File: config.mk
export PLATFORM = sky130hd
export DESIGN_NAME = irf_sequencer
export DESIGN_NICKNAME = d
export VERILOG_FILES = /design/src/irf_pkg.sv /design/src/irf_sequencer.sv /design/src/irf_sync2.sv /design/src/irf_agc_quant.sv
export SDC_FILE = /design/constraint.sdc
export NUM_CORES = 1
export LEC_CHECK = 0
export ABC_CLOCK_PERIOD_IN_PS = 54500
export BUFFER_PORTS_ARGS = -buffer_cell sky130_fd_sc_hd__buf_2
export CORE_ASPECT_RATIO = 1.75
export CORE_MARGIN = 3
export CORE_UTILIZATION = 30
export CTS_BUF_LIST = sky130_fd_sc_hd__clkbuf_4 sky130_fd_sc_hd__clkbuf_8
export DETAILED_ROUTE_END_ITERATION = 7
export REMOVE_ABC_BUFFERS = 1
export SKIP_LAST_GASP = 1
export SLEW_MARGIN = 25
export SYNTH_ARGS = -nofsm -noshare
export SYNTH_HDL_FRONTEND = slang
export SYNTH_SLANG_ARGS = --single-unit
File: constraint.sdc
create_clock -name ref_clk -period 54.5 [get_ports ref_clk]
set_input_delay 8.175 -clock ref_clk [delete_from_list [all_inputs] [get_ports ref_clk]]
set_output_delay 8.175 -clock ref_clk [all_outputs]
set_load 0.01 [all_outputs]
File: src/irf_pkg.sv
// Purpose: shared constants and types for the image read/form sequencer
// Assumes: 200 MHz ref_clk, millisecond sequencing
// Notes: register map is word indexed on a 4-bit address
package irf_pkg;
    // ==========================================
    // Timing
    // ==========================================
    localparam int CLK_FREQ_HZ = 200_000_000;
    localparam int MS_PER_S = 1000;
    localparam int MS_CYCLES = CLK_FREQ_HZ / MS_PER_S;
    localparam int MSW = 16;
    localparam logic [MSW-1:0] T_SHADE_DELAY_MS = 16'd1000;
    localparam logic [MSW-1:0] T_SHADE_LIMIT_MS = 16'd30000;
    localparam logic [MSW-1:0] T_SYNC_ON_MS = 16'd450;
    localparam logic [MSW-1:0] T_SYNC_OFF_MS = 16'd450;
    localparam logic [MSW-1:0] T_STOP_MS = 16'd1325;
    localparam logic [2:0] FAIL_LIMIT = 3'd6;
    localparam int LINE_PIXELS = 14592;
    localparam int GRAY_LEVELS = 256;

    // ==========================================
    // Register map
    // ==========================================
    localparam int AW = 4;
    localparam int DW = 16;
    localparam logic [AW-1:0] REG_CTRL = 4'h0;
    localparam logic [AW-1:0] REG_STATUS = 4'h1;
    localparam logic [AW-1:0] REG_IRQ_STAT = 4'h2;
    localparam logic [AW-1:0] REG_IRQ_MASK = 4'h3;
    localparam logic [AW-1:0] REG_WHITE = 4'h4;
    localparam logic [AW-1:0] REG_BLACK = 4'h5;
    localparam logic [AW-1:0] REG_THRESH = 4'h6;
    localparam logic [AW-1:0] REG_LINES = 4'h7;
    localparam int CTRL_ENABLE = 0;
    localparam int CTRL_FAIL_CLR = 1;
    localparam int IRQ_W = 4;
    localparam int IRQ_JAM = 0;
    localparam int IRQ_SERVICE = 1;
    localparam int IRQ_SHADE_OK = 2;
    localparam int IRQ_LINE = 3;
    localparam int SW = 10;
    localparam logic [SW-1:0] WHITE_RST = 10'h3FF;
    localparam logic [SW-1:0] BLACK_RST = 10'h000;
    localparam logic [7:0] THRESH_RST = 8'h80;

    typedef enum logic [2:0] {
        ST_IDLE = 3'b000,
        ST_SETTLE = 3'b001,
        ST_SHADE = 3'b010,
        ST_READY = 3'b011,
        ST_FEED = 3'b100,
        ST_EXPOSE = 3'b101,
        ST_TAIL = 3'b110,
        ST_JAM = 3'b111
    } irf_state_t;

    typedef struct packed {
        logic lamp;
        logic clutch;
        logic motor;
        logic shade_start;
        logic read_sync;
        logic form_sync;
    } irf_act_t;
endpackage

File: src/irf_sequencer.sv
// Purpose: image reading and formation sequencer with register port
// Assumes: switch and handshake pins asynchronous; samples on ref_clk
// Notes: all timing in ms from an internal tick
`timescale 1ns/1ps
`default_nettype none
module irf_sequencer #(
    parameter int MS_CYCLES = irf_pkg::MS_CYCLES,
    parameter int LINE_PIXELS = irf_pkg::LINE_PIXELS
) (
    input wire logic ref_clk,
    input wire logic rst,
    input wire logic [irf_pkg::AW-1:0] addr,
    input wire logic [irf_pkg::DW-1:0] wr_data,
    input wire logic wr_en,
    input wire logic rd_en,
    output logic [irf_pkg::DW-1:0] rd_data,
    output logic irq,
    input wire logic trailing_edge_switch,
    input wire logic shading_done,
    input wire logic feed_start,
    input wire logic sample_valid,
    input wire logic [irf_pkg::SW-1:0] sample,
    output logic exposure_lamp,
    output logic original_feed_clutch,
    output logic original_feed_motor,
    output logic shading_start,
    output logic read_sync,
    output logic form_sync,
    output logic jam,
    output logic service_call,
    output logic [irf_pkg::SW-1:0] upper_reference,
    output logic [irf_pkg::SW-1:0] lower_reference,
    output logic [irf_pkg::SW-1:0] offset_correction,
    output logic led_valid,
    output logic led_on,
    output logic line_end
);
    // A one-cycle millisecond still needs a one-bit tick counter
    localparam int TW = (MS_CYCLES > 1) ? $clog2(MS_CYCLES) : 1;
    localparam int PW = $clog2(LINE_PIXELS);
    localparam logic [TW-1:0] TICK_LAST = TW'(MS_CYCLES - 1);
    localparam logic [PW-1:0] PIX_LAST = PW'(LINE_PIXELS - 1);

    logic te;
    logic shade_ok;
    logic feed_go;
    logic [TW-1:0] tick_cnt;
    logic ms_tick;
    irf_pkg::irf_state_t state;
    irf_pkg::irf_state_t next_state;
    logic [irf_pkg::MSW-1:0] ms_cnt;
    irf_pkg::irf_act_t act;
    irf_pkg::irf_act_t next_act;
    logic [2:0] fail_cnt;
    logic enable;
    logic [irf_pkg::SW-1:0] white_max;
    logic [irf_pkg::SW-1:0] black_min;
    logic [7:0] thresh;
    logic [irf_pkg::IRQ_W-1:0] irq_stat;
    logic [irf_pkg::IRQ_W-1:0] irq_mask;
    logic [irf_pkg::IRQ_W-1:0] irq_evt;
    logic [irf_pkg::DW-1:0] line_cnt;
    logic [PW-1:0] pix_cnt;
    logic gray_valid;
    logic [7:0] gray;
    logic shade_timeout;
    logic shade_pass;
    logic line_done;
    logic fail_clr;

    // ==========================================
    // Pin synchronisers
    // ==========================================
    irf_sync2 u_sync_te (
        .ref_clk(ref_clk),
        .rst(rst),
        .pin(trailing_edge_switch),
        .level(te)
    );
    irf_sync2 u_sync_shade (
        .ref_clk(ref_clk),
        .rst(rst),
        .pin(shading_done),
        .level(shade_ok)
    );
    irf_sync2 u_sync_feed (
        .ref_clk(ref_clk),
        .rst(rst),
        .pin(feed_start),
        .level(feed_go)
    );

    // ==========================================
    // Millisecond tick
    // ==========================================
    always_ff @(posedge ref_clk or posedge rst)
    begin
        if (rst)
        begin
            tick_cnt <= '0;
            ms_tick <= 1'b0;
        end
        else
        begin
            ms_tick <= (tick_cnt == TICK_LAST);
            tick_cnt <= (tick_cnt == TICK_LAST) ? '0 : tick_cnt + 1'b1;
        end
    end

    // ==========================================
    // Sequence control
    // ==========================================
    assign shade_timeout = (state == irf_pkg::ST_SHADE) && !shade_ok && (ms_cnt >= irf_pkg::T_SHADE_LIMIT_MS);
    assign shade_pass = (state == irf_pkg::ST_SHADE) && shade_ok && !shade_timeout;

    always_comb
    begin
        next_state = state;
        next_act = act;
        case (state)
            irf_pkg::ST_IDLE:
            begin
                next_act = '0;
                if (enable && te)
                    next_state = irf_pkg::ST_SETTLE;
            end
            irf_pkg::ST_SETTLE:
            begin
                // lamp and shading after 1 s
                if (!te)
                    next_state = irf_pkg::ST_IDLE;
                else if (ms_cnt >= irf_pkg::T_SHADE_DELAY_MS)
                begin
                    next_state = irf_pkg::ST_SHADE;
                    next_act.lamp = 1'b1;
                    next_act.shade_start = 1'b1;
                end
            end
            irf_pkg::ST_SHADE:
            begin
                if (shade_timeout)
                begin
                    next_state = irf_pkg::ST_JAM;
                    next_act = '0;
                end
                else if (shade_ok)
                begin
                    next_state = irf_pkg::ST_READY;
                    next_act.shade_start = 1'b0;
                end
            end
            irf_pkg::ST_READY:
            begin
                // clutch and motor start at once; exposure lamp is already on, reading waits for the syncs
                if (feed_go)
                begin
                    next_state = irf_pkg::ST_FEED;
                    next_act.clutch = 1'b1;
                    next_act.motor = 1'b1;
                end
            end
            irf_pkg::ST_FEED:
            begin
                // syncs 450 ms after clutch on
                if (ms_cnt >= irf_pkg::T_SYNC_ON_MS)
                begin
                    next_state = irf_pkg::ST_EXPOSE;
                    next_act.read_sync = 1'b1;
                    next_act.form_sync = 1'b1;
                end
            end
            irf_pkg::ST_EXPOSE:
            begin
                if (!te)
                    next_state = irf_pkg::ST_TAIL;
            end
            irf_pkg::ST_TAIL:
            begin
                // syncs off 450 ms after switch opens
                if (ms_cnt >= irf_pkg::T_SYNC_OFF_MS)
                begin
                    next_act.read_sync = 1'b0;
                    next_act.form_sync = 1'b0;
                end
                if (ms_cnt >= irf_pkg::T_STOP_MS)
                begin
                    next_state = irf_pkg::ST_IDLE;
                    next_act = '0;
                end
            end
            irf_pkg::ST_JAM:
            begin
                // Wait for the original to be pulled before retry
                next_act = '0;
                if (!te)
                    next_state = irf_pkg::ST_IDLE;
            end
            default:
            begin
                next_state = irf_pkg::ST_IDLE;
                next_act = '0;
            end
        endcase
    end

    always_ff @(posedge ref_clk or posedge rst)
    begin
        if (rst)
        begin
            state <= irf_pkg::ST_IDLE;
            act <= '0;
        end
        else
        begin
            state <= next_state;
            act <= next_act;
        end
    end

    // Elapsed ms since entering the current state
    always_ff @(posedge ref_clk or posedge rst)
    begin
        if (rst)
            ms_cnt <= '0;
        else if (next_state != state)
            ms_cnt <= '0;
        else if (ms_tick && ms_cnt != '1)
            ms_cnt <= ms_cnt + 1'b1;
    end

    // ==========================================
    // Shading supervision
    // ==========================================
    always_ff @(posedge ref_clk or posedge rst)
    begin
        if (rst)
        begin
            fail_cnt <= '0;
            jam <= 1'b0;
            service_call <= 1'b0;
        end
        else
        begin
            if (shade_timeout)
                jam <= 1'b1;
            else if (act.shade_start == 1'b0 && next_act.shade_start)
                jam <= 1'b0;
            if (shade_timeout)
            begin
                if (fail_cnt < irf_pkg::FAIL_LIMIT)
                    fail_cnt <= fail_cnt + 1'b1;
                if (fail_cnt + 1'b1 >= irf_pkg::FAIL_LIMIT)
                    service_call <= 1'b1;
            end
            else if (shade_pass)
                fail_cnt <= '0;
            else if (fail_clr)
            begin
                fail_cnt <= '0;
                service_call <= 1'b0;
            end
        end
    end

    // ==========================================
    // AGC and printhead data
    // ==========================================
    // gain set by white max and black min
    irf_agc_quant #(
        .SWID(irf_pkg::SW)
    ) u_agc (
        .ref_clk(ref_clk),
        .rst(rst),
        .in_valid(sample_valid && act.read_sync),
        .sample(sample),
        .white_max(white_max),
        .black_min(black_min),
        .out_valid(gray_valid),
        .gray(gray)
    );

    assign line_done = gray_valid && act.form_sync && (pix_cnt == PIX_LAST);

    always_ff @(posedge ref_clk or posedge rst)
    begin
        if (rst)
        begin
            led_valid <= 1'b0;
            led_on <= 1'b0;
            line_end <= 1'b0;
            pix_cnt <= '0;
            line_cnt <= '0;
        end
        else
        begin
            led_valid <= gray_valid && act.form_sync;
            led_on <= gray_valid && act.form_sync && (gray < thresh);
            line_end <= line_done;
            if (!act.form_sync)
                pix_cnt <= '0;
            else if (gray_valid)
                pix_cnt <= line_done ? '0 : pix_cnt + 1'b1;
            if (line_done)
                line_cnt <= line_cnt + 1'b1;
            else if (state == irf_pkg::ST_FEED && ms_cnt == '0)
                line_cnt <= '0;
        end
    end

    // ==========================================
    // Register port
    // ==========================================
    assign fail_clr = wr_en && addr == irf_pkg::REG_CTRL && wr_data[irf_pkg::CTRL_FAIL_CLR];
    assign irq_evt = {line_done, shade_pass, shade_timeout && fail_cnt + 1'b1 >= irf_pkg::FAIL_LIMIT, shade_timeout};

    always_ff @(posedge ref_clk or posedge rst)
    begin
        if (rst)
        begin
            enable <= 1'b0;
            white_max <= irf_pkg::WHITE_RST;
            black_min <= irf_pkg::BLACK_RST;
            thresh <= irf_pkg::THRESH_RST;
            irq_mask <= '0;
        end
        else if (wr_en)
        begin
            case (addr)
                irf_pkg::REG_CTRL: enable <= wr_data[irf_pkg::CTRL_ENABLE];
                irf_pkg::REG_IRQ_MASK: irq_mask <= wr_data[irf_pkg::IRQ_W-1:0];
                irf_pkg::REG_WHITE: white_max <= wr_data[irf_pkg::SW-1:0];
                irf_pkg::REG_BLACK: black_min <= wr_data[irf_pkg::SW-1:0];
                irf_pkg::REG_THRESH: thresh <= wr_data[7:0];
                default: ;
            endcase
        end
    end

    // Set wins over a write-one clear in the same cycle
    always_ff @(posedge ref_clk or posedge rst)
    begin
        if (rst)
            irq_stat <= '0;
        else if (wr_en && addr == irf_pkg::REG_IRQ_STAT)
            irq_stat <= (irq_stat & ~wr_data[irf_pkg::IRQ_W-1:0]) | irq_evt;
        else
            irq_stat <= irq_stat | irq_evt;
    end

    always_ff @(posedge ref_clk or posedge rst)
    begin
        if (rst)
        begin
            rd_data <= '0;
            irq <= 1'b0;
        end
        else
        begin
            irq <= |(irq_stat & irq_mask);
            rd_data <= '0;
            if (rd_en)
            begin
                case (addr)
                    irf_pkg::REG_CTRL: rd_data <= irf_pkg::DW'(enable);
                    irf_pkg::REG_STATUS: rd_data <= irf_pkg::DW'({service_call, jam, fail_cnt, act, state});
                    irf_pkg::REG_IRQ_STAT: rd_data <= irf_pkg::DW'(irq_stat);
                    irf_pkg::REG_IRQ_MASK: rd_data <= irf_pkg::DW'(irq_mask);
                    irf_pkg::REG_WHITE: rd_data <= irf_pkg::DW'(white_max);
                    irf_pkg::REG_BLACK: rd_data <= irf_pkg::DW'(black_min);
                    irf_pkg::REG_THRESH: rd_data <= irf_pkg::DW'(thresh);
                    irf_pkg::REG_LINES: rd_data <= line_cnt;
                    default: rd_data <= '0;
                endcase
            end
        end
    end

    // ==========================================
    // Output stage
    // ==========================================
    always_ff @(posedge ref_clk or posedge rst)
    begin
        if (rst)
        begin
            upper_reference <= irf_pkg::WHITE_RST;
            lower_reference <= irf_pkg::BLACK_RST;
            offset_correction <= '0;
        end
        else
        begin
            upper_reference <= white_max;
            lower_reference <= black_min;
            offset_correction <= '0;
        end
    end

    assign exposure_lamp = act.lamp;
    assign original_feed_clutch = act.clutch;
    assign original_feed_motor = act.motor;
    assign shading_start = act.shade_start;
    assign read_sync = act.read_sync;
    assign form_sync = act.form_sync;
endmodule
`default_nettype wire

File: src/irf_sync2.sv
// Purpose: two-flop synchroniser for one pin level
// Assumes: input asynchronous to ref_clk
// Notes: first stage feeds only the second
`timescale 1ns/1ps
`default_nettype none
module irf_sync2 (
    input wire logic ref_clk,
    input wire logic rst,
    input wire logic pin,
    output logic level
);
    logic meta;

    always_ff @(posedge ref_clk or posedge rst)
    begin
        if (rst)
        begin
            meta <= 1'b0;
            level <= 1'b0;
        end
        else
        begin
            meta <= pin;
            level <= meta;
        end
    end
endmodule
`default_nettype wire

File: src/irf_agc_quant.sv
// Purpose: gain-corrected quantiser of sensor samples to gray levels
// Assumes: white above black; samples from ADC logic on ref_clk
// Notes: one cycle latency, result clamps at both ends
`timescale 1ns/1ps
`default_nettype none
module irf_agc_quant #(
    parameter int SWID = irf_pkg::SW
) (
    input wire logic ref_clk,
    input wire logic rst,
    input wire logic in_valid,
    input wire logic [SWID-1:0] sample,
    input wire logic [SWID-1:0] white_max,
    input wire logic [SWID-1:0] black_min,
    output logic out_valid,
    output logic [7:0] gray
);
    localparam logic [7:0] TOP = 8'(irf_pkg::GRAY_LEVELS - 1);
    logic [SWID+7:0] num;
    logic [SWID+7:0] den;
    logic [SWID+7:0] quo;

    // Span between references maps to full range, zero offset
    always_comb
    begin
        num = (SWID+8)'(sample - black_min) * (SWID+8)'(TOP);
        den = (SWID+8)'(white_max - black_min);
        quo = (den == '0) ? (SWID+8)'(TOP) : num / den;
    end

    always_ff @(posedge ref_clk or posedge rst)
    begin
        if (rst)
        begin
            out_valid <= 1'b0;
            gray <= 8'h00;
        end
        else
        begin
            out_valid <= in_valid;
            if (sample <= black_min)
                gray <= 8'h00;
            else if (sample >= white_max)
                gray <= TOP;
            else
                gray <= quo[7:0];
        end
    end
endmodule
`default_nettype wire

[Yosys cells after proc, flatten, opt, wreduce, memory -nomap -nowiden]
Cells that the tools add are included.
Storage, ports and cells
  bits in read-only memories: 0
  bits of input ports: 38
  RAM bits: 0
  memories: 0
  logic and storage cells: 182
  output and inout port bits: 58
  bits in registers: 171
  bits in latches: 0
Operators by class
  reduce and logical (&&, ||, !) cells: 42
  multiply operators: 1
  $lt $le $gt $ge: 9
  add/subtract/negate cells: 7
  shifts and indexed selects: 0
  eq/ne operators: 29
  mux-type cells: 51
  div/mod/pow operators: 1
  bitwise gates (word level): 6
Operator list (count)
  case mux 16 bit (8 select lines): 1
  2-to-1 mux 16 bit: 5
  2-to-1 mux 3 bit: 15
  2-to-1 mux 14 bit: 3
  adder 16 x 1 -> 16 bit (second input constant): 2
  2-to-1 mux 8 bit: 3
  case mux 3 bit (8 select lines): 1
  subtractor 10 x 10 -> 11 bit: 2
  adder 18 x 1 -> 18 bit (second input constant): 1
  divider 18 x 18 -> 18 bit: 1
  == test 18 bit (second input constant): 1
  zero test 18 bit: 1
  multiplier 18 x 8 -> 18 bit (second input constant): 1
  2-to-1 mux 18 bit: 1
  == test 4 x 3 -> 1 bit (second input constant): 4
  greater-or-equal comparator 16 x 10 -> 1 bit (second input constant): 1
  greater-or-equal comparator 16 x 11 -> 1 bit (second input constant): 1
  greater-or-equal comparator 16 x 15 -> 1 bit (second input constant): 1
  greater-or-equal comparator 16 x 9 -> 1 bit (second input constant): 1
  logical AND 1 bit: 16
  zero test 16 bit: 1
  != test 16 bit (second input constant): 1
  case mux 2 bit (4 select lines): 2
  adder 14 x 1 -> 14 bit (second input constant): 1
  37 further kinds: 79

[Logic depth before layout (Yosys ltp)]
Gate-level depths: netlist of the first run.
  word-level depth: 8
  mapped depth: 207

[By module]
From an unflattened synthesis of the first run, not the netlist that was laid out.
Unflattened totals
  cell total of the unflattened synthesis: 2478
  area, all modules: 20400.8 µm²
By module, submodules not included
  irf_agc_quant: cells an instance 1738, area an instance 12769.7 µm², sequential area each 225.2 µm², instances 1
  irf_sequencer: cells an instance 731, area an instance 7469.7 µm², sequential area each 3880.0 µm², instances 1
  irf_sync2: cells an instance 3, area an instance 53.8 µm², sequential area each 50.0 µm², instances 3

[Least setup slack after synthesis of the first run]
Ideal clock, no wire load.
  path type: in2reg
  start point: in sample[0] (netlist name)
  end point: reg u_agc.gray[0]
  buffers on the path: 20
  data arrival time: 46.868 ns
  required time: 54.339 ns
  slack: 7.471 ns
  stages on the path: 197
  cells stage by stage: inv_1 ha_1 inv_1 fa_1 a211oi_1 o21ai_0 a31o_2 a21o_1 a21oi_1 ha_1 fa_1 fa_1 inv_1 fa_1 inv_1 ha_1 a21o_1 a21o_1 [161 not listed] o21ai_0 clkbuf_1 clkbuf_1 nor2_1 a21oi_1 ha_1 o31a_1 o21a_1 o21a_1 o21a_1 o21a_1 o21a_1 o21a_1 o21a_1 o21ai_0 a21oi_1 o31ai_1 a31oi_1
Between the ends
  cells in the longest elaborated chain, start to end: 6
Ends and longest elaborated chain
  start, declared: line irf_sequencer.sv:22  | input wire logic [irf_pkg::SW-1:0] sample,
  subtractor 10 x 10 -> 11 bit: line irf_agc_quant.sv:26  | num = (SWID+8)'(sample - black_min) * (SWID+8)'(TOP);
  multiplier 18 x 8 -> 18 bit: line irf_agc_quant.sv:26
  divider 18 x 18 -> 18 bit: line irf_agc_quant.sv:28  | quo = (den == '0) ? (SWID+8)'(TOP) : num / den;
  2-to-1 mux 8 bit: line irf_agc_quant.sv:28
  2-to-1 mux 8 bit: line irf_agc_quant.sv:43  | else if (sample >= white_max)
  2-to-1 mux 8 bit (*): line irf_agc_quant.sv:41  | if (sample <= black_min)
  end signal, assigned: line irf_agc_quant.sv:46  | gray <= quo[7:0];
  end, declared: line irf_agc_quant.sv:16  | output logic [7:0] gray
Every way passes the cells marked *; elsewhere a longest branch is shown, timed or not.
A chain may end at the register's enable or synchronous reset.

[Worst setup path after layout of the first run]
Same ends and word-level chain as after synthesis.

==> results of run 1 <==
==> placed cells by master, fill, tap and decap left out, drive strengths merged, types with 12 or more instances in the layout <==
master    n
buf     109
a211oi   19
a31oi    29
and3     33
dfrtp   148
o21ai   174
xor2     60
nor3     83
o31ai    16
xnor2    95
and2     15
nand3    78
a31o     12
nand4    26
nand2   227
o21a     64
mux2i    12
clkbuf   19
nand2b   27
ha      255
a21o     54
inv     170
nor2b    22
mux2     53
o211ai   19
a22oi    14
dfstp    21
or3      30
a21oi   158
nor2    212
fa       34
==> kinds of logic after synthesis <==
logic type / after synthesis / synth area share
AND/OR/NAND/NOR: 812 / 0.196
AO/OA/AOI/OAI: 684 / 0.232
adder cells (fa/ha/maj): 291 / 0.197
buffers and inverters: 249 / 0.0514
flip-flops: 169 / 0.216
XOR/XNOR: 155 / 0.0688
multiplexers: 67 / 0.0390
other: 1 / 0.000190
==> area by class of cell <==
| cell class | count | area, um2 | share of cell area |
|---|---|---|---|
| clock inverters | 14 | 206 | 0.00959 |
| clock buffers | 18 | 248 | 0.0115 |
| repair buffers | 110 | 626 | 0.0291 |
| well taps | 812 | 1020 | 0.0472 |
| multi-input cells | 2019 | 14500 | 0.675 |
| flip-flops and latches | 169 | 4260 | 0.198 |
| inverters | 166 | 628 | 0.0292 |
| diodes | 5 | 12.5 | 0.000581 |
==> routing by layer <==
layer  GRT usage  wire length, um
met3      0.0178             1850
met4      0.0915             3610
met1       0.167            21000
met5           0                0
met2       0.349            33800
==> metrics by stage <==
| step | area (um2) | cells | worst slack, ns |
|---|---|---|---|
| 3_3_place_gp | 21000 | 3275 | 1.59 |
| 6_report | 21500 | 3313 | 2.96 |
| 2_1_floorplan | 19400 | 2354 | 5.61 |
| 4_1_cts | 21500 | 3307 | 1.76 |
| 5_1_grt | 21500 | 3309 | 0.0641 |
| 3_5_place_dp | 21000 | 3275 | 1.39 |
==> how the worst max path moves through the flow <==
stage	start	slack [ns]	end	cells after the start
after floorplan	sample[0]	5.61	u_agc.gray[0]$_DFF_PP0_	173
after global placement	sample[0]	1.59	u_agc.gray[0]$_DFF_PP0_	180
after detailed placement	sample[0]	1.39	u_agc.gray[0]$_DFF_PP0_	179
after CTS	sample[0]	1.76	u_agc.gray[0]$_DFF_PP0_	179
after global routing	sample[0]	0.06	u_agc.gray[0]$_DFF_PP0_	185
final	sample[0]	2.96	u_agc.gray[0]$_DFF_PP0_	182
==> state kept, by name, summed over array words and instances, names as in the netlist, 3 cells and up <==
register / cells
black_min: 10
fail_cnt: 3
irq_mask: 4
irq_stat: 4
line_cnt: 16
lower_reference: 10
ms_cnt: 16
pix_cnt: 14
rd_data: 16
state: 3
thresh: 8
tick_cnt: 18
u_agc.gray: 8
upper_reference: 10
white_max: 10
==> what timing repair did <==
item,CTS,global route
resized for setup,0,7
endpoints found under the setup margin,0,1
hold endpoints to repair,0,0
==> summary.txt, run 1 <==
Outcome
  – Result of the run: complete, no violations

Timing
  – Number of max-slew violations in the final report: 0
  – Worst hold slack across all endpoints: 0.360 ns
  – Maximum frequency from static timing analysis: 0.0194 GHz
  – Final count of hold timing violations: 0
  – Transition time of the tightest slew-check pin: 1.09 ns
  – Minimum clock period after layout: 51.54 ns
  – Slew margin rel.: 0.266
  – Skew final: 0.0155 ns
  – Setup-violating endpoint count in the final report: 0
  – Final-layout setup total negative slack: 0 ns
  – Share of the clock period used by the worst path: 0.946
  – RSZ-0062 raised after global routing: no

Route
  – Wire per inst: 18.2 um
  – DRC errors left: 0
  – Wire length reported by the detailed router: 60,200 um
  – Number of violations reported at the end of detailed-routing iteration 0: 903
  – Number of iterations in the first detailed-routing pass: 7
  – Via density per instance: 5.47
  – Post-DRT Antenna Nets: 0
  – Vias after detailed routing: 18,135

Yosys
  – Most frequently used flop master after synthesis: sky130_fd_sc_hd__dfrtp_1
  – Count of synthesis-stage warnings from yosys: 0
  – Synth Area per Inst: 8.12 um2
  – Area of the mapped netlist: 19,700 um2
  – Synth async-reset ratio: 1.00
  – Top post-synthesis cells by count: 255 x sky130_fd_sc_hd__ha_1, 227 x sky130_fd_sc_hd__nand2_1, 212 x sky130_fd_sc_hd__nor2_1
  – Syn Inst Count: 2,428
  – Cell types with the largest area share after synthesis: sky130_fd_sc_hd__dfrtp_1 19%, sky130_fd_sc_hd__ha_1 16%, sky130_fd_sc_hd__nand2_1 4.3%
  – Sequential area share after synthesis: 0.216
  – Synthesis-stage register bit count: 169
  – Synth top area share: 0.188
  – EDFF count, synth: 0
  – Library cell with the largest summed area after synthesis: sky130_fd_sc_hd__dfrtp_1
  – Library cell with the highest instance count after synthesis: sky130_fd_sc_hd__ha_1
  – Distinct cell type count after synthesis: 101

Final layout
  – Post-layout util: 0.333
  – Layout-stage area growth over the synthesis result: 9.17%
  – Filler cell count: 6,929
  – Layout cells sized above 1: 0.109
  – Post-layout nets: 2,810

Critical path
  – Terminus of the critical flop-to-flop path: u_agc.gray[0]$_DFF_PP0_
  – WP data required: 54.82 ns
  – Data arrival time at the worst-slack endpoint: 51.86 ns
  – Cells on worst reg2reg path: 180
  – Most used cell, CP: sky130_fd_sc_hd__o21a_1
  – Kind of launch point of the worst setup path: input pin
  – CP peak stage delay: 0.60 ns
  – Endpoint class of the critical path: flop
  – Critical path start-end classification: in -> reg
  – Worst R2R Start: black_min[0]$_DFFE_PP0P_
  – Max FO, Critical Path: 20
  – Cell class contributing the biggest share of worst-path delay: compound AO/OA/AOI/OAI gates
  – Setup slack of the most critical reg-to-reg path: 10.18 ns
  – Worst Path Buf+Inv: 13
  – Master of the slowest instance on the critical path: sky130_fd_sc_hd__nor4_1

CTS
  – Clock Path Buffers: 2
  – Hold buffers post-CTS: 0
  – Clk_lat worst skew: 0.49 ns
  – H-tree depth: 4
  – CTS buffer count: 17
  – CTS clock-pin slew for the worst setup and hold paths: 0.10 ns
  – CTS tree: done
  – Count of clock tree sinks: 169
  – Number of setup buffers added after CTS: 0
  – Root buffer selected by CTS: sky130_fd_sc_hd__clkbuf_8

Global route
  – Overall track demand over capacity in global routing: 0.173
  – Vias in the first global route: 18,226
  – Antenna violations before repair: 4
  – Pin count of the biggest net entering global routing: 99
  – Grt total ovfl: 0
  – First-pass GRT wire length: 95,400 um

Floorplanning
  – Initial core utilization: 0.305
  – Die X: 200 um
  – Height of the die: 345 um
  – Die area: 69,000 um2
  – Core Footprint: 64,600 um2
  – Ports: 96
  – Number of cell rows: 123

Hold path
  – Type of the worst min-delay path: reg -> reg
  – Cells on Worst Hold Path: 0
  – Startpoint of the most critical hold path: u_sync_feed.meta$_DFF_PP0_
  – Hold worst-path end: u_sync_feed.level$_DFF_PP0_

Place
  – Number of I/O port buffers: 79
  – Routability congestion estimate: 0.896
  – Placed wire-length estimate: 49,200 um

Run
  – Max-cap violations: 0
Power of run 1 is not shown: default switching activity piles up to over one toggle a cycle in this logic, so the estimate is an artifact.
==> run 2: changes to the inputs <==
- RECOVER_POWER: default -> 25
==> summary.txt, run 2 (same netlist as run 1, synthesis figures left out) <==
Route
  – Number of violations reported at the end of detailed-routing iteration 0: 828 (-8.3%)
  – Vias after detailed routing: 18,113 (-0.12%)
  – Via density per instance: 5.47 (about the same)
  – Number of iterations in the first detailed-routing pass: 7 (unchanged)
  – DRC errors left: 0 (unchanged)
  – Wire per inst: 18.2 um (+0.22%)
  – Post-DRT Antenna Nets: 0 (unchanged)
  – Wire length reported by the detailed router: 60,300 um (+0.19%)

Hold path
  – Type of the worst min-delay path: reg -> reg

Final layout
  – Layout cells sized above 1: 0.105 (-0.00401)
  – Filler cell count: 6,930 (+0.014%)
  – Commonest non-fill, non-tap cell in the layout: sky130_fd_sc_hd__ha_1
  – Max reg flops: 18 (unchanged)
  – Layout-stage area growth over the synthesis result: 9.16% (about the same)
  – Commonest cells after routing, fill and taps aside: 255 x sky130_fd_sc_hd__ha_1, 226 x sky130_fd_sc_hd__nand2_1, 212 x sky130_fd_sc_hd__nor2_1
  – Largest Register: tick_cnt
  – Post-layout nets: 2,810 (unchanged)
  – Finished Layout Cells: 3,312 (-0.030%)

Timing
  – Setup slack after layout: 2.80 ns (-0.158 ns)
  – RSZ-0062 raised after global routing: no
  – Skew final: 0.0154 ns (-0.000106 ns)
  – Slew margin rel.: 0.227 (-0.0385)
  – Share of the clock period used by the worst path: 0.949 (+0.00289)
  – Final-layout setup total negative slack: 0 ns (unchanged)
  – Setup-violating endpoint count in the final report: 0 (unchanged)
  – Worst hold slack across all endpoints: 0.360 ns (+0.00000100 ns)
  – Final count of hold timing violations: 0 (unchanged)
  – Minimum clock period after layout: 51.70 ns (+0.157 ns)
  – Maximum frequency from static timing analysis: 0.0193 GHz (-0.30%)
  – Transition time of the tightest slew-check pin: 1.15 ns (+0.0572 ns)
  – Number of max-slew violations in the final report: 0 (unchanged)

CTS
  – Number of setup buffers added after CTS: 0 (unchanged)
  – H-tree depth: 4 (unchanged)
  – Clk_lat worst skew: 0.49 ns (about the same)
  – CTS clock-pin slew for the worst setup and hold paths: 0.10 ns (about the same)
  – CTS tree: done
  – Count of clock tree sinks: 169 (unchanged)
  – CTS buffer count: 17 (unchanged)
  – Clock Path Buffers: 2 (unchanged)
  – Root buffer selected by CTS: sky130_fd_sc_hd__clkbuf_8

Floorplanning
  – Ports: 96 (unchanged)
  – Core Footprint: 64,600 um2 (unchanged)
  – Die area: 69,000 um2 (unchanged)
  – Height of the die: 345 um (unchanged)
  – Number of cell rows: 123 (unchanged)
  – Die X: 200 um (unchanged)
  – Initial core utilization: 0.305 (unchanged)

Critical path
  – Master of the slowest instance on the critical path: sky130_fd_sc_hd__nor4_1
  – Critical path start-end classification: in -> reg
  – Endpoint class of the critical path: flop
  – Most used cell, CP: sky130_fd_sc_hd__o21a_1
  – Kind of launch point of the worst setup path: input pin
  – Data arrival time at the worst-slack endpoint: 52.02 ns (+0.16 ns)
  – CP peak stage delay: 0.63 ns (+0.03 ns)
  – Max FO, Critical Path: 20 (unchanged)
  – WP data required: 54.82 ns (about the same)

Place
  – Routability congestion estimate: 0.896 (unchanged)
  – Placed wire-length estimate: 49,200 um (unchanged)
  – Number of I/O port buffers: 79 (unchanged)
  – # placed instances: 3,275 (unchanged)
  – Worst Setup Slack post-DPL: 1.39 ns (unchanged)

Run
  – Max-cap violations: 0 (unchanged)

Global route
  – Antenna violations before repair: 4 (unchanged)
  – Pin count of the biggest net entering global routing: 99 (unchanged)
  – Vias in the first global route: 18,226 (unchanged)
  – Overall track demand over capacity in global routing: 0.173 (unchanged)
  – Grt total ovfl: 0 (unchanged)
  – First-pass GRT wire length: 95,400 um (unchanged)

Outcome
  – Result of the run: complete, no violations
## run 2: changes by cell type in the layout (fill, tap and decap cells not counted)
| cell | previous run | this run |
|---|---|---|
| sky130_fd_sc_hd__dfstp_2 | 21 | 11 |
| sky130_fd_sc_hd__and2_1 | 15 | 13 |
| sky130_fd_sc_hd__diode_2 | 5 | 4 |
| sky130_fd_sc_hd__dfstp_1 | 0 | 10 |
| sky130_fd_sc_hd__and2_0 | 0 | 2 |
## run 2: worst paths after layout
path | from | to | slack (ns) | depth (start not counted)
worst max-delay path | sample[0] | u_agc.gray[0]$_DFF_PP0_ | 2.80 | 182
worst min-delay path | u_sync_feed.meta$_DFF_PP0_ | u_sync_feed.level$_DFF_PP0_ | 0.36 | 0
worst max register to register | black_min[0]$_DFFE_PP0P_ | u_agc.gray[0]$_DFF_PP0_ | 10.03 | 180
worst min register to register | u_sync_feed.meta$_DFF_PP0_ | u_sync_feed.level$_DFF_PP0_ | 0.36 | 0
max in group asynchronous | rst | tick_cnt[13]$_DFF_PP0_ | 45.19 | 3
min in group asynchronous | rst | u_agc.out_valid$_DFF_PP0_ | 7.86 | 2
## run 2: worst max-delay path: cells and delay by family
family	cells	cell delay (ns)
muxes	3	1.04
adders and majority gates	25	8.47
and+or+nand+nor	30	5.79
AOI/OAI and AO/OA	111	26.24
buffers and inverters	13	2.20
## run 2: cell type report
cell class | instances | area (um2) | area share
Clock buffer | 18 | 248 | 0.0115
Timing Repair Buffer | 110 | 626 | 0.0291
Sequential cell | 169 | 4260 | 0.198
Inverter | 166 | 628 | 0.0292
Tap cell | 812 | 1020 | 0.0472
Clock inverter | 14 | 206 | 0.00959
Antenna cell | 4 | 10.0 | 0.000465
Multi-Input combinational cell | 2019 | 14500 | 0.675
## run 2: stage by stage
stage / util / area (um2)
3_3_place_gp: 0.325 / 21000
3_5_place_dp: 0.325 / 21000
5_1_grt: 0.333 / 21500
2_1_floorplan: - / 19400
6_report: 0.333 / 21500
4_1_cts: 0.332 / 21500
## run 2: timing repair
item / 4_1_cts / 5_1_grt
hold buffers: 0 / 0
endpoints found under the setup margin: 0 / 1
resized for setup: 0 / 7
## run 2: layer usage
metal | track usage | wire length (um)
met5 | 0 | 0
met4 | 0.0915 | 3600
met3 | 0.0178 | 1810
met1 | 0.167 | 21200
met2 | 0.349 | 33800
Power of run 2 is left out for the same reason.
